<file path="src/rtl/error_queue_defines.vh">
// constants for the remote-command error queue
`ifndef ERROR_QUEUE_DEFINES_VH
`define ERROR_QUEUE_DEFINES_VH

// entry width and queue depth
`define EQ_CODE_W 11
`define EQ_DEPTH 20
`define EQ_PTR_W 5

// signed error codes, two's complement in EQ_CODE_W bits
`define EQ_NO_ERROR 11'h000
`define EQ_INVALID_CHAR 11'h79b
`define EQ_SYNTAX 11'h79a
`define EQ_SEPARATOR 11'h799
`define EQ_PARAM_EXTRA 11'h794
`define EQ_PARAM_MISSING 11'h793
`define EQ_NUM_OVERFLOW 11'h785
`define EQ_TOO_MANY_DIGITS 11'h784
`define EQ_TRIG_IGNORED 11'h72d
`define EQ_TRIG_DEADLOCK 11'h72b
`define EQ_INIT_IGNORED 11'h72a
`define EQ_DATA_STALE 11'h71a
`define EQ_QUEUE_OVERFLOW 11'h6a2
`define EQ_QUERY_INTERRUPTED 11'h666
`define EQ_QUERY_UNTERMINATED 11'h65c
`define EQ_QUERY_DEADLOCKED 11'h652
`define EQ_NO_MEMORY 11'h213
`define EQ_OVERLOAD_REF 11'h21c
`define EQ_NOT_IN_LOCAL 11'h226

// limits checked by the error detectors
`define EQ_EXP_LIMIT 16'h7d00
`define EQ_DIGIT_LIMIT 9'h0ff
`define EQ_MAX_READINGS 32'h0000_0200

`endif

</file>
<file path="src/rtl/error_queue.v">
// error detectors and first-in-first-out error queue of the command handler
`include "error_queue_defines.vh"

module error_queue #(
    parameter DEPTH = `EQ_DEPTH,
    parameter PW = `EQ_PTR_W,
    parameter CNT_W = 16
) (
    // clock and power-on reset
    input wire clk_sys,
    input wire rst_b,
    // parser events
    input wire bad_char_evt,
    input wire bad_syntax_evt,
    input wire bad_sep_evt,
    input wire cmd_end_evt,
    input wire [3:0] param_given,
    input wire [3:0] param_needed,
    input wire num_end_evt,
    input wire [15:0] num_exponent,
    input wire [8:0] num_digits,
    // trigger and measurement events
    input wire bus_trig_evt,
    input wire wait_trig,
    input wire read_query_evt,
    input wire trig_src_bus,
    input wire local_mode,
    input wire init_evt,
    input wire meas_busy,
    input wire fetch_evt,
    input wire mem_empty,
    // output buffer events
    input wire resp_cmd_evt,
    input wire outbuf_has_data,
    input wire talk_evt,
    input wire resp_ovf_evt,
    input wire inbuf_full,
    // count and math events
    input wire count_set_evt,
    input wire [CNT_W-1:0] sample_count,
    input wire [CNT_W-1:0] trig_count,
    input wire math_ref_evt,
    input wire ref_overload,
    // other errors from elsewhere in the handler
    input wire ext_err_evt,
    input wire [`EQ_CODE_W-1:0] ext_err_code,
    // host access to the queue
    input wire err_read_req,
    input wire clear_status_evt,
    output reg [`EQ_CODE_W-1:0] err_code_out,
    output reg err_read_valid,
    output reg [PW-1:0] err_count,
    // indicators and side effects
    output reg err_led,
    output reg beep,
    output reg trig_accept,
    output reg init_go,
    output reg resp_discard,
    output reg math_off,
    output reg ref_store
);

    localparam [PW-1:0] DEPTH_P = DEPTH;
    localparam [PW-1:0] LAST_P = DEPTH - 1;
    localparam [PW-1:0] ONE_P = 1;
    localparam [2*CNT_W-1:0] MAX_RD = `EQ_MAX_READINGS;

    // queue storage and pointers
    reg [`EQ_CODE_W-1:0] mem_reg [0:DEPTH-1];
    reg [PW-1:0] rd_reg;
    reg [PW-1:0] wr_reg;
    reg ovf_reg;

    // detector results
    reg log_req;
    reg [`EQ_CODE_W-1:0] log_code;
    wire [2*CNT_W-1:0] readings;

    // queue next-state terms
    reg pop;
    reg [PW-1:0] cnt_next;
    reg [PW-1:0] rd_next;
    reg [PW-1:0] wr_base;
    reg [PW-1:0] wr_next;
    reg ovf_next;
    reg accept;
    reg replace;
    reg [PW-1:0] newest;

    assign readings = sample_count * trig_count;

    // pick one error per cycle, parser faults first
    always @* begin
        log_req = 1'b1;
        log_code = `EQ_NO_ERROR;
        if (bad_char_evt) begin
            log_code = `EQ_INVALID_CHAR;
        end else if (bad_syntax_evt) begin
            log_code = `EQ_SYNTAX;
        end else if (bad_sep_evt) begin
            log_code = `EQ_SEPARATOR;
        end else if (cmd_end_evt && param_given > param_needed) begin
            log_code = `EQ_PARAM_EXTRA;
        end else if (cmd_end_evt && param_given < param_needed) begin
            log_code = `EQ_PARAM_MISSING;
        end else if (num_end_evt && num_exponent > `EQ_EXP_LIMIT) begin
            log_code = `EQ_NUM_OVERFLOW;
        end else if (num_end_evt && num_digits > `EQ_DIGIT_LIMIT) begin
            log_code = `EQ_TOO_MANY_DIGITS;
        end else if (bus_trig_evt && !wait_trig) begin
            log_code = `EQ_TRIG_IGNORED;
        end else if (read_query_evt && local_mode) begin
            log_code = `EQ_NOT_IN_LOCAL;
        end else if (read_query_evt && trig_src_bus) begin
            log_code = `EQ_TRIG_DEADLOCK;
        end else if (init_evt && meas_busy) begin
            log_code = `EQ_INIT_IGNORED;
        end else if (fetch_evt && mem_empty) begin
            log_code = `EQ_DATA_STALE;
        end else if (resp_cmd_evt && outbuf_has_data) begin
            log_code = `EQ_QUERY_INTERRUPTED;
        end else if (talk_evt && !outbuf_has_data) begin
            log_code = `EQ_QUERY_UNTERMINATED;
        end else if (resp_ovf_evt && inbuf_full) begin
            log_code = `EQ_QUERY_DEADLOCKED;
        end else if (count_set_evt && readings > MAX_RD) begin
            log_code = `EQ_NO_MEMORY;
        end else if (math_ref_evt && ref_overload) begin
            log_code = `EQ_OVERLOAD_REF;
        end else if (ext_err_evt) begin
            log_code = ext_err_code;
        end else begin
            log_req = 1'b0;
        end
    end

    // read and clear act first, then the new error lands
    always @* begin
        pop = err_read_req && (err_count != {PW{1'b0}});
        if (clear_status_evt) begin
            cnt_next = {PW{1'b0}};
            rd_next = {PW{1'b0}};
            wr_base = {PW{1'b0}};
            ovf_next = 1'b0;
        end else begin
            cnt_next = pop ? err_count - ONE_P : err_count;
            rd_next = rd_reg;
            if (pop) begin
                rd_next = (rd_reg == LAST_P) ? {PW{1'b0}} : rd_reg + ONE_P;
            end
            wr_base = wr_reg;
            ovf_next = pop ? 1'b0 : ovf_reg;
        end
        newest = (wr_base == {PW{1'b0}}) ? LAST_P : wr_base - ONE_P;
        accept = log_req && !ovf_next && (cnt_next != DEPTH_P);
        replace = log_req && !ovf_next && (cnt_next == DEPTH_P);
        wr_next = wr_base;
        if (accept) begin
            wr_next = (wr_base == LAST_P) ? {PW{1'b0}} : wr_base + ONE_P;
            cnt_next = cnt_next + ONE_P;
        end
        if (replace) begin
            ovf_next = 1'b1;
        end
    end

    // entry storage, written in arrival order
    always @(posedge clk_sys) begin
        if (accept) begin
            mem_reg[wr_base] <= log_code;
        end else if (replace) begin
            mem_reg[newest] <= `EQ_QUEUE_OVERFLOW;
        end
    end

    // pointers, count and overflow marker
    always @(posedge clk_sys or negedge rst_b) begin
        if (!rst_b) begin
            rd_reg <= {PW{1'b0}};
            wr_reg <= {PW{1'b0}};
            err_count <= {PW{1'b0}};
            ovf_reg <= 1'b0;
        end else begin
            rd_reg <= rd_next;
            wr_reg <= wr_next;
            err_count <= cnt_next;
            ovf_reg <= ovf_next;
        end
    end

    // host read port and indicators
    always @(posedge clk_sys or negedge rst_b) begin
        if (!rst_b) begin
            err_code_out <= `EQ_NO_ERROR;
            err_read_valid <= 1'b0;
            err_led <= 1'b0;
            beep <= 1'b0;
        end else begin
            err_read_valid <= err_read_req;
            if (err_read_req) begin
                if (err_count != {PW{1'b0}}) begin
                    err_code_out <= mem_reg[rd_reg];
                end else begin
                    err_code_out <= `EQ_NO_ERROR;
                end
            end
            err_led <= (cnt_next != {PW{1'b0}});
            beep <= accept || replace;
        end
    end

    // side effects of the checked commands
    always @(posedge clk_sys or negedge rst_b) begin
        if (!rst_b) begin
            trig_accept <= 1'b0;
            init_go <= 1'b0;
            resp_discard <= 1'b0;
            math_off <= 1'b0;
            ref_store <= 1'b0;
        end else begin
            trig_accept <= bus_trig_evt && wait_trig;
            init_go <= init_evt && !meas_busy;
            resp_discard <= resp_ovf_evt && inbuf_full;
            math_off <= math_ref_evt && ref_overload;
            ref_store <= math_ref_evt && !ref_overload;
        end
    end

endmodule

</file>
<file path="config.mk">
export PLATFORM = sky130hd
export DESIGN_NAME = error_queue
export DESIGN_NICKNAME = d
export VERILOG_FILES = /design/src/rtl/error_queue.v
export VERILOG_INCLUDE_DIRS = /design/src /design/src/rtl
export SDC_FILE = /design/constraint.sdc
export NUM_CORES = 1
export LEC_CHECK = 0
export BUFFER_PORTS_ARGS = -buffer_cell sky130_fd_sc_hd__buf_2
export CORE_UTILIZATION = 40
export CTS_CLUSTER_SIZE = 16
export DETAILED_ROUTE_END_ITERATION = 10
export HOLD_SLACK_MARGIN = 0.02
export PLACE_DENSITY = 0.62
export SETUP_SLACK_MARGIN = 0.2
export SLEW_MARGIN = 15
export SYNTH_ARGS = -nofsm -noshare
export SYNTH_HDL_FRONTEND = slang
export SYNTH_SLANG_ARGS = --single-unit
</file>
<file path="constraint.sdc">
create_clock -name clk_sys -period 7.2 [get_ports clk_sys]
set_input_delay 1.08 -clock clk_sys [delete_from_list [all_inputs] [get_ports clk_sys]]
set_output_delay 1.08 -clock clk_sys [all_outputs]
set_load 0.01 [all_outputs]
</file>
Yosys cells after proc, flatten, opt, wreduce, memory -nomap -nowiden
Memories as Yosys holds them, arrays and structs flattened.
Index checks and enable logic that the tools add are counted.
{"block": "word_totals", "register_bits": 35, "latch_bits": 0, "mem_bits_rw": 220, "mem_bits_ro": 0, "in_bits": 103, "word_cells": 119, "mem_count": 1}
{"name": "mem_reg", "depth": 20, "width": 11, "rd": 1, "rd_ports_with_merged_regs": 0, "wr": 1, "line_no": "error_queue.v:69", "source": "reg [`EQ_CODE_W-1:0] mem_reg [0:DEPTH-1];"}
{"block": "op_classes", "add_sub_neg": 5, "mul": 1, "n_div": 0, "magnitude_cmp": 5, "eq_ne": 4, "shifts": 0, "n_mux": 58, "bitwise_logic": 0, "n_reduce_logical": 32}
{"operator": "11-bit 2-to-1 mux", "count": 20}
{"operator": "5-bit 2-to-1 mux", "count": 11}
{"operator": "32-bit by 10-bit greater-than comparator with 1-bit output, second input constant", "count": 1}
{"operator": "16-bit by 16-bit multiplier with 32-bit output", "count": 1}
{"operator": "1-bit 2-to-1 mux", "count": 27}
{"operator": "1-bit logical AND", "count": 21}
{"operator": "16-bit by 15-bit greater-than comparator with 1-bit output, second input constant", "count": 1}
{"operator": "5-bit by 1-bit adder with 5-bit output, second input constant", "count": 3}
{"operator": "5-bit equality test, second input constant", "count": 3}
{"operator": "11-bit OR reduction", "count": 1}
{"operator": "5-bit nonzero test", "count": 2}
{"operator": "5-bit by 1-bit subtractor with 5-bit output, second input constant", "count": 2}
{"operator": "9-bit by 8-bit greater-than comparator with 1-bit output, second input constant", "count": 1}
{"operator": "1-bit logical NOT", "count": 5}
{"operator": "5-bit logical NOT", "count": 1}
{"operator": "5-bit != test, second input constant", "count": 1}
{"operator": "4-bit greater-than comparator", "count": 1}
{"operator": "4-bit < comparator", "count": 1}
{"operator": "2-bit nonzero test", "count": 1}
{"operator": "1-bit logical OR", "count": 1}

Longest topological paths before layout
Gate-level depths: netlist of run 1.
{"block": "depth", "depth_word": 26, "depth_mapped": 28, "depth_no_buf": 25}

Worst setup path after synthesis of run 1
Ideal clock, no wire load.
{"block": "synth_timing", "kind": "input-to-reg", "startpoint": "in trig_count[7]", "endpoint": "mem mem_reg[17][0] (netlist bit), enable pin", "setup_ns": 0.408, "arrival_ns": 8.595, "required_time_ns": 6.792, "path_slack_ns": -1.803, "cell_stages": 26, "n_path_buf": 2, "cell_sequence": "clkbuf_1 -> nand2_1 -> fa_1 -> inv_1 -> fa_1 -> inv_1 -> fa_1 -> inv_1 -> fa_1 -> fa_1 -> inv_1 -> fa_1 -> inv_1 -> ha_1 -> buf_4 -> a21oi_2 -> o21ai_1 -> mux2i_1 -> or4_1 -> or4_1 -> nor4_2 -> nand4_2 -> o21ai_4 -> a2111oi_2 -> mux2i_1 -> nor4_1"}
{"block": "synth_between", "elab_chain_len": 26, "word_cells_on_any_way": 30}
{"element": "start, declared", "line_no": "error_queue.v:41", "source": "input wire [CNT_W-1:0] trig_count,"}
{"element": "16-bit by 16-bit multiplier with 32-bit output *", "line_no": "error_queue.v:90", "source": "assign readings = sample_count * trig_count;"}
{"element": "32-bit by 10-bit greater-than comparator with 1-bit output *", "line_no": "error_queue.v:126", "source": "end else if (count_set_evt && readings > MAX_RD) begin"}
{"element": "1-bit logical AND *", "line_no": "error_queue.v:126"}
{"element": "1-bit 2-to-1 mux *", "line_no": "error_queue.v:126"}
{"element": "1-bit 2-to-1 mux *", "line_no": "error_queue.v:124", "source": "end else if (resp_ovf_evt && inbuf_full) begin"}
{"element": "1-bit 2-to-1 mux *", "line_no": "error_queue.v:122", "source": "end else if (talk_evt && !outbuf_has_data) begin"}
{"element": "1-bit 2-to-1 mux *", "line_no": "error_queue.v:120", "source": "end else if (resp_cmd_evt && outbuf_has_data) begin"}
{"element": "1-bit 2-to-1 mux *", "line_no": "error_queue.v:118", "source": "end else if (fetch_evt && mem_empty) begin"}
{"element": "[10 not listed]"}
{"element": "1-bit 2-to-1 mux *", "line_no": "error_queue.v:96", "source": "if (bad_char_evt) begin"}
{"element": "1-bit logical AND *", "line_no": "error_queue.v:155, error_queue.v:156"}
{"element": "1-bit logical AND", "line_no": "error_queue.v:156", "source": "replace = log_req && !ovf_next && (cnt_next == DEPTH_P);"}
{"element": "1-bit 2-to-1 mux", "line_no": "error_queue.v:171", "source": "end else if (replace) begin"}
{"element": "1-bit 2-to-1 mux", "line_no": "error_queue.v:169", "source": "if (accept) begin"}
{"element": "1-bit 2-to-1 mux (no line)"}
{"element": "11-bit OR reduction (no line)"}
{"element": "5-bit 2-to-1 mux (no line) / 1-bit 2-to-1 mux (equally long branches)"}
{"element": "end, declared", "line_no": "error_queue.v:69"}
Every way passes the cells marked *; elsewhere a longest branch is shown, timed or not.

Final worst setup path of run 1
{"block": "layout_timing", "startpoint": "in trig_count[5]", "endpoint": "mem mem_reg[19][3] (netlist bit), enable pin"}
The elaborated chain is that of the path after synthesis.

==> results of run 1 <==
==> area by class of cell <==
| class | count | share of cell area (%) |
|---|---|---|
| well taps | 664 | 3.23 |
| multi-input cells | 1150 | 47.6 |
| clock inverters | 15 | 0.670 |
| inverters | 260 | 3.79 |
| clock buffers | 33 | 2.67 |
| repair buffers | 376 | 13.0 |
| flip-flops and latches | 255 | 29.1 |
==> cell usage in the layout (no fill, tap or decap), drive strengths merged, types with 8 or more instances in the layout <==
master and instances:
nand3 22, mux2i 19, xor2 10, a21oi 49, xnor2 15, ha 115
and2 126, nor3 32, nand2 210, o22ai 18, clkbuf 35, inv 260
buf 373, dfrtp 35, nor2 46, edfxtp 220, nand4 17, a211oi 11
nor4 14, a21o 14, or2 8, mux4 66, nor2b 10, fa 194
o21ai 34, clkinv 8, nand2b 12
==> cell families (layout without fill, tap and decap cells) <==
group,Yosys count,count (layout)
AND/OR/NAND/NOR,525,528
buffers and inverters,342,684
adder cells (fa/ha/maj),309,309
flip-flops,255,255
AO/OA/AOI/OAI,203,203
multiplexers,85,85
XOR/XNOR,25,25
==> repair_timing <==
action	in CTS	in global routing
gates resized for setup	154	21
cloned	6	3
buffers inserted	19	4
endpoints found under the setup margin	453	453
pin swaps	29	8
==> routing by layer <==
layer  GRT usage, %  part of all wire, %  vias to the layer above
li1               -                    -                     6649
met1           29.8                   45                     7412
met2           36.5                   48                      421
met3           3.21                  5.6                       53
met4           3.29                  1.2                        2
met5              0                0.053                        -
==> worst min-delay path: stages (launching register included) <==
cell and delay (ns):
dfrtp_1 0.37, inv_1 0.05, o22ai_1 0.06
==> power by group <==
group | total (mW) | leakage (nW) | internal [mW] | switching [mW]
logic | 10.4 | 7.96 | 5.14 | 5.29
registers | 1.71 | 2.51 | 1.66 | 0.0486
clock network | 1.34 | 0.407 | 0.786 | 0.557
total | 13.5 | 10.9 | 7.58 | 5.89
==> through the flow <==
step | util, % | instance area (um2) | instances | power, mW
final | 52.4 | 25800 | 2753 | 13.5
after global routing | 52.4 | 25800 | 2753 | 14.7
after CTS | 52.1 | 25600 | 2746 | 13.4
after detailed placement | 48.4 | 23800 | 2673 | 10.8
after global placement | 48.4 | 23800 | 2673 | 10.7
after floorplan | - | 20600 | 1744 | 7.28
==> cell usage after synthesis (5+ instances only) <==
master	number	share of area [%]
a2111oi_0	5	0.22
a211o_1	6	0.26
a211oi_1	10	0.37
a21o_1	14	0.52
a21oi_1	47	1.2
and2_1	123	3.8
and3_1	7	0.22
buf_1	7	0.13
buf_2	9	0.22
clkbuf_1	60	1.1
dfrtp_1	35	4.4
edfxtp_1	220	33
fa_1	194	19
ha_1	115	7.2
inv_1	260	4.9
mux2i_1	19	0.95
mux4_2	66	7.4
nand2_1	210	3.9
nand2b_1	12	0.37
nand3_1	22	0.55
nand4_1	16	0.50
nor2_1	46	0.86
nor2b_1	10	0.31
nor3_1	32	0.80
nor4_1	13	0.41
o211ai_1	7	0.26
o21a_1	7	0.26
o21ai_0	29	0.72
o22ai_1	18	0.56
or2_2	7	0.22
or3_1	6	0.19
xnor2_1	15	0.66
xor2_1	10	0.44
==> path summary, 6_finish.rpt <==
check,startpoint,to,slack (ns),cells past startpoint
setup / recovery,trig_count[5],mem_reg[19][3],-0.63,29
hold / removal,err_code_out[0],err_code_out[0],0.52,2
setup reg to reg,err_count[1],mem_reg[17][2],2.84,15
hold reg to reg,err_code_out[0],err_code_out[0],0.52,2
max in group asynchronous,rst_b,rd_reg[0],6.16,2
min in group asynchronous,rst_b,resp_discard,0.62,2
==> run metrics, run 1 <==
crit path kind=in2reg; max reg flops=220; final worst slack=-0.629 ns; first-pass GRT wire length=85100 um; Slew Viols, Final=0; FF+latch count, synth=255; DP Worst Slack=-1.47 ns; min cycle time layout=7.83 ns; Tcrit/Tclk final=109%; Syn Inst Count=1744; largest family of logic cells by synthesized area=adder cells; leak pwr=10.9 nW; Worst path most repeated cell=fa_1; CTS root buffer=clkbuf_16; DP HPWL=40200 um; Setup Total Neg Slack=-207.48 ns; footprint of the multi-input gates=0.0123 mm2; ys flop type=edfxtp_1; nets=2481; synthesized area per cell=11.5 um2; Vias/cell=5.28; Synth Area in XOR/XNOR=1.09%; failing checks=negative setup slack; Storage cell area=0.00749 mm2; path category of the worst min-delay check=reg2reg; clk sink count=255; library cells used by synthesis=75; CTS Hold Bufs=0; share of cells above drive strength 1=30.6%; Max Cap Violations=0; detailed-route wire length=52900 um; crit start category=primary input; initial DRC count=1096; hold slack=0.521 ns; First-pass DRT Iterations=5; clk_lat worst skew=0.54 ns; Syn-to-layout area delta=28.4%; slew of the pin with the lowest slew margin=0.952 ns; Ports=127; Antenna Nets Post-Route=0; die area=0.0510 mm2; Final Hold Fails=0; Largest stage delay, worst path=0.57 ns; GP Congestion=0.895; post-synthesis adder-cell area fraction=26.5%; skew final=0.0258 ns; synth warn=0; GRT overflow=0; largest net degree at the start of global routing=38; mux contribution to synthesized area=8.36%; cell family with most CP delay=adder cells; CTS tree=built; DRC=0; Synth Area in Simple Gates=13.1%; Mapped Nets=2156; ANT cells=0; Peak Freq=128 MHz; DR WL/cell=19.2 um; unrepaired setup endpoints after global routing=yes; setup violation total in the final timing report=452; Worst Path Required=7.44 ns; fill cell count=4275; Cell Area, Synth=0.0201 mm2; Starting Density=40.8%; number of flops mapped to enable cells by yosys=220; Crit-path slowest cell=or4_4; Num CTS Buffers=26; num rows=81; Synth Area in Compound Gates=7.02%; Synth async-reset ratio=13.7%; # H-tree levels=1; initial antenna violation count=2; post-synthesis sequential area ratio=37.3%; number of global-route vias before repair=15500; clock-pin slew on the worst setup and hold paths=0.06 ns; Worst IR Drop VDD=0.000660 V; clock buffer depth=3; Via Count=14500; Die Y-Extent=226 um; relative slew slack=36.5%; Max FO, Critical Path=10; worst path arrival time=8.07 ns; outcome=finished with violations; Port Buf Inserts=118; CP Capture Type=flop; Die W=226 um; CP bufs+invs=10; core footprint=0.0492 mm2; Cell Pwr Density=523 mW/mm2; GRT Overall Usage=21.6%
No activity file was read; power rests on OpenSTA's default activity.
==> run 2, diff against run 1 <==
--- a/config.mk
+++ b/config.mk
@@ -7,11 +7,13 @@
 export NUM_CORES = 1
 export LEC_CHECK = 0
 export BUFFER_PORTS_ARGS = -buffer_cell sky130_fd_sc_hd__buf_2
+export CELL_PAD_IN_SITES_DETAIL_PLACEMENT = 0
+export CELL_PAD_IN_SITES_GLOBAL_PLACEMENT = 1
 export CORE_UTILIZATION = 40
 export CTS_CLUSTER_SIZE = 16
 export DETAILED_ROUTE_END_ITERATION = 10
 export HOLD_SLACK_MARGIN = 0.02
-export PLACE_DENSITY = 0.62
+export PLACE_DENSITY = 0.73
 export SETUP_SLACK_MARGIN = 0.2
 export SLEW_MARGIN = 15
 export SYNTH_ARGS = -nofsm -noshare
==> run 2 against run 1 <==
Against the previous run: the run still ends with negative setup slack left; clock skew is 0.0090 ns lower; register-to-register slack got worse by 0.14 ns; first-iteration DRC count is 5.0% higher; die area did not move; clock power shrank 3%; clock-buffer cell count shrank 2; power down 0.96%; global-route usage is 0.28 points higher; routed wire length rose by 4.8%; non-clock buffer count up 16; utilization grew 0.34 points; fmax is 0.36% higher; critical path type unchanged; largest power group unchanged.
==> run metrics, run 2 (synthesis results as in run 1) <==
outcome=finished with violations; failing checks=negative setup slack; detailed-route wire length=55500 um (+4.8%); clock buffer depth=3 (unchanged); Syn-to-layout area delta=29.3%; skew final=0.0168 ns (-0.00903 ns); commonest non-fill, non-tap cell in the layout=inv_1; num rows=81 (unchanged); Max FO, Critical Path=8 (-2); Via Count=14900 (+2.6%); leak pwr=11.0 nW (+0.62%); GRT overflow=0 (unchanged); CP bufs+invs=10 (unchanged); Slew Viols, Final=0 (unchanged); Crit-path slowest cell=fa_2; GP Congestion=0.893 (-0.18%); relative slew slack=32.0% (-4.5 points); Ports=127 (unchanged); First-pass DRT Iterations=5 (unchanged); share of cells above drive strength 1=30.8% (+0.23 points); Port Buf Inserts=118 (unchanged); Starting Density=40.8% (unchanged); path category of the worst min-delay check=reg2reg; placed cell areas=0.0236 mm2 (-0.78%); Worst Path Required=7.44 ns (about the same); post-route cell area=0.0259 mm2 (+0.64%); GRT Overall Usage=21.8% (+0.28 points); cell family with most CP delay=adder cells; Largest stage delay, worst path=0.59 ns (+0.02 ns); CTS root buffer=clkbuf_16; CTS tree=built; final worst slack=-0.601 ns (+0.0279 ns); clk_lat worst skew=0.53 ns (about the same); initial DRC count=1151 (+5.0%); Cell Pwr Density=515 mW/mm2 (-1.6%); crit start category=primary input; DP Worst Slack=-1.53 ns (-0.0587 ns); Max Cap Violations=0 (unchanged); DRC=0 (unchanged); max reg flops=220 (unchanged); DP HPWL=39300 um (-2.4%); total chip power=13.3 mW (-0.96%); Antenna Nets Post-Route=0 (unchanged); number of global-route vias before repair=15800 (+2.1%); clk sink count=255 (unchanged); crit path kind=in2reg; Die Y-Extent=226 um (unchanged); DR WL/cell=20.0 um (+4.2%); # H-tree levels=1 (unchanged); slew of the pin with the lowest slew margin=1.02 ns (+0.0675 ns); min cycle time layout=7.80 ns (-0.0279 ns); Setup Total Neg Slack=-223.31 ns (-15.82 ns); worst path arrival time=8.04 ns (-0.03 ns); unrepaired setup endpoints after global routing=yes; Peak Freq=128 MHz (+0.36%); nets=2499 (+0.73%); Final Hold Fails=0 (unchanged); first-pass GRT wire length=87000 um (+2.2%); Tcrit/Tclk final=108% (-0.39 points); largest net degree at the start of global routing=40 (+5.3%); initial antenna violation count=1 (-1); setup violation total in the final timing report=450 (-0.44%); Vias/cell=5.38 (+1.9%); Num CTS Buffers=26 (unchanged); Worst IR Drop VDD=0.000674 V (+2.1%); die area=0.0510 mm2 (unchanged); Die W=226 um (unchanged); core footprint=0.0492 mm2 (unchanged); CP Capture Type=flop; clock-pin slew on the worst setup and hold paths=0.06 ns (about the same); most frequent cells in the layout=inv_1 (248), edfxtp_1 (220), buf_4 (207)
run 2: cell types whose count changed in the layout (fill, tap and decap cells not counted), moves of 4 or more:
cell    previous run  this run
buf_4            201       207
inv_2              6        12
inv_1            254       248
and2_1           108       112
and2_4            18        11
run 2: tightest hold or removal path, delay by kind of cell, from the launching register on:
| family | cells | cell delay, ns |
|---|---|---|
| buf+inv | 1 | 0.05 |
| compound gates | 1 | 0.06 |
| flops | 1 | 0.37 |
run 2: worst paths after layout:
| check | from | end | slack (ns) | cells after the start |
|---|---|---|---|---|
| max | trig_count[10] | mem_reg[13][8] | -0.60 | 29 |
| min | err_code_out[7] | err_code_out[7] | 0.53 | 2 |
| max reg2reg | err_count[0] | mem_reg[13][8] | 2.70 | 15 |
| min reg2reg | err_code_out[7] | err_code_out[7] | 0.53 | 2 |
| max in group asynchronous | rst_b | rd_reg[0] | 5.73 | 1 |
| min in group asynchronous | rst_b | err_code_out[4] | 0.72 | 1 |
run 2: layout make-up:
class / count / area [um2]
Antenna cell: 1 / 2.50
Clock buffer: 31 / 669
Clock inverter: 16 / 146
Fill cell: 4187 / 23200
Inverter: 260 / 976
Multi-Input combinational cell: 1152 / 12300
Sequential cell: 255 / 7490
Tap cell: 664 / 831
Timing Repair Buffer: 392 / 3510
run 2: per-stage QoR:
stage	util [%]	cells	hold WS, ns
2_1_floorplan	-	1744	0.542
3_3_place_gp	48.0	2665	0.513
3_5_place_dp	48.0	2665	0.522
4_1_cts	51.5	2743	0.531
5_1_grt	52.7	2770	0.543
6_report	52.7	2771	0.525
run 2: what timing repair did:
action / 4_1_cts / 5_1_grt
pin swaps: 31 / 41
buffers inserted: 26 / 18
cloned: 5 / 9
hold buffers: 0 / 0
gates resized for setup: 117 / 70
setup endpoints to repair: 453 / 453
run 2: per-layer routing:
layer / share of wire, % / track usage (%)
met2: 48 / 36.6
met3: 7.2 / 3.23
met5: 0 / 0
met4: 2.2 / 4.78
met1: 43 / 29.9
run 2: power by group:
part	leakage (nW)	total, mW	switching [mW]	internal [mW]
clock network	0.390	1.30	0.561	0.738
logic	8.05	10.3	5.37	4.97
registers	2.51	1.71	0.0517	1.66
==> run 3, diff against run 2 <==
--- a/config.mk
+++ b/config.mk
@@ -13,7 +13,7 @@
 export CTS_CLUSTER_SIZE = 16
 export DETAILED_ROUTE_END_ITERATION = 10
 export HOLD_SLACK_MARGIN = 0.02
-export PLACE_DENSITY = 0.73
+export PLACE_DENSITY = 0.76
 export SETUP_SLACK_MARGIN = 0.2
 export SLEW_MARGIN = 15
 export SYNTH_ARGS = -nofsm -noshare
==> constraint.sdc (replaced) <==
create_clock -name clk_sys -period 7.1 [get_ports clk_sys]
set_input_delay 1.065 -clock clk_sys [delete_from_list [all_inputs] [get_ports clk_sys]]
set_output_delay 1.065 -clock clk_sys [all_outputs]
set_load 0.01 [all_outputs]
==> run 3 against run 2 <==
Against the previous run: the flow still finishes with violations (negative setup slack); clock-buffer cell count up 5; flip-flop and latch count is the same; first-iteration DRC count is 5.9% lower; clock power increased by 5%; sequential power barely moved; final cell count is 0.58% higher; highest routed layer unchanged.
==> run metrics, run 3 (synthesis results as in run 1) <==
share of cells above drive strength 1=31.5% (+0.71 points); skew final=0.0131 ns (-0.00367 ns); Peak Freq=128 MHz; Setup Total Neg Slack=-295.62 ns (-72.32 ns); DR WL/cell=20.2 um (+0.87%); number of global-route vias before repair=15900 (+0.80%); DP Worst Slack=-1.44 ns (+0.0901 ns); path category of the worst min-delay check=reg2reg; clock-pin slew on the worst setup and hold paths=0.06 ns (about the same); Setup crit start=sample_count[6]; Num CTS Buffers=26 (unchanged); Starting Density=40.8% (unchanged); failing checks=negative setup slack; Slew Viols, Final=0 (unchanged); CTS root buffer=clkbuf_16; unrepaired setup endpoints after global routing=yes; initial antenna violation count=0 (-1); placed cell areas=0.0237 mm2 (+0.37%); Worst Path Required=7.39 ns (-0.05 ns); initial DRC count=1083 (-5.9%); slew of the pin with the lowest slew margin=1.27 ns (+0.249 ns); Final Hold Fails=0 (unchanged); final worst slack=-0.739 ns (-0.138 ns); Die Y-Extent=226 um (unchanged); max reg flops=220 (unchanged); most frequent cells in the layout=inv_1 (252), edfxtp_1 (220), nand2_1 (194), buf_4 (194), fa_1 (183); commonest non-fill, non-tap cell in the layout=inv_1; GRT overflow=0 (unchanged); crit start category=primary input; setup violation total in the final timing report=453 (+0.67%); Vias/cell=5.41 (+0.51%); leak pwr=11.1 nW (+1.7%); Tcrit/Tclk final=110%; Antenna Nets Post-Route=0 (unchanged); min cycle time layout=7.84 ns; nets=2514 (+0.60%); GRT Overall Usage=21.9% (+0.077 points); Ports=127 (unchanged); DP Cell Count=2660 (-0.19%); CTS Hold Bufs=0 (unchanged); final cell count without fillers=2787 (+0.58%); # H-tree levels=1 (unchanged); clock buffer depth=3 (unchanged); Worst IR Drop VDD=0.000616 V (-8.6%); largest net degree at the start of global routing=59 (+48%); Cell Pwr Density=513 mW/mm2 (-0.39%); worst path arrival time=8.13 ns (+0.09 ns); Via Count=15100 (+1.1%); crit path kind=in2reg; Syn-to-layout area delta=31.3%; DP HPWL=38800 um (-1.1%); worst hold start=err_code_out[1]; reg2reg start=err_count[0]; relative slew slack=15.2% (-17 points); outcome=finished with violations; core footprint=0.0492 mm2 (unchanged); CP Capture Type=flop; num rows=81 (unchanged); post-route cell area=0.0263 mm2 (+1.6%); Max Cap Violations=0 (unchanged); clk_lat worst skew=0.54 ns (about the same); CTS tree=built; first-pass GRT wire length=86700 um (-0.36%); GP Congestion=0.869 (-2.7%); Die W=226 um (unchanged); First-pass DRT Iterations=6 (+1); Port Buf Inserts=118 (unchanged); clk sink count=255 (unchanged); Max FO, Critical Path=10 (+2); detailed-route wire length=56300 um (+1.5%); die area=0.0510 mm2 (unchanged); DRC=0 (unchanged)
==> run 3: cell types whose count changed in the layout (fill, tap and decap cells not counted), sizes merged, moves of 2 or more <==
cell	change
clkinv	-3
clkinvlp	-2
buf	+7
a211o	+3
clkbuf	+10
==> run 3: layout make-up <==
cell class	count	area, um2
fillers	4151	22800
clock buffers	36	708
well taps	664	831
repair buffers	405	3820
multi-input cells	1154	12400
inverters	260	976
clock inverters	12	141
flip-flops and latches	255	7490
diodes	1	2.50
==> run 3: critical path, cell delays in order <==
cell and delay, ns:
buf_8 0.11, buf_6 0.12, and2_4 0.15, fa_1 0.56, fa_1 0.45, fa_1 0.53, fa_1 0.43, fa_1 0.52
inv_2 0.05, fa_1 0.52, inv_2 0.05, ha_4 0.23, a21oi_4 0.13, o21ba_4 0.16, o22ai_2 0.07, or4_4 0.52
or4_4 0.57, nor4_4 0.27, nand4_2 0.16, o21ai_4 0.22, buf_12 0.14, a211oi_4 0.09, buf_12 0.17, or2_4 0.24
a2111o_1 0.41, buf_6 0.20
==> run 3: final timing paths <==
check                                    to  slack, ns  depth (start not counted)
max                          mem_reg[18][9]      -0.74                         26
min                         err_code_out[1]       0.53                          2
max reg2reg                 mem_reg[12][10]       2.71                         15
min reg2reg                 err_code_out[1]       0.53                          2
max in group asynchronous         rd_reg[0]       5.71                          1
min in group asynchronous  err_code_out[10]       0.66                          1
==> run 3: report_power, final <==
part           internal [mW]  switching, mW
logic                   5.12           5.30
registers               1.68         0.0342
clock network          0.779          0.591
total                   7.58           5.93
==> run 3: per-layer routing <==
metal / part of all wire [%] / global-route usage [%] / vias up
met2: 48 / 36.8 / 645
met1: 42 / 29.6 / 7602
li1: - / - / 6734
met5: 0 / 0 / -
met4: 2.2 / 4.98 / 0
met3: 7.8 / 3.75 / 93
==> run 3: metrics by stage <==
| step | total power [mW] | hold slack [ns] | utilization (%) |
|---|---|---|---|
| floorplan | 7.38 | 0.542 | - |
| global placement | 10.9 | 0.519 | 48.2 |
| detailed placement | 10.9 | 0.526 | 48.2 |
| CTS | 13.0 | 0.536 | 52.0 |
| global route | 14.7 | 0.554 | 53.6 |
| finish | 13.5 | 0.531 | 53.6 |
==> run 3: what timing repair did <==
| action | in CTS | in global routing |
|---|---|---|
| setup endpoints to repair | 453 | 453 |
| pin swaps | 30 | 28 |
| resized for setup | 117 | 87 |
| hold endpoints to repair | 0 | 0 |
| gates cloned | 12 | 11 |
| buffers inserted | 31 | 23 |
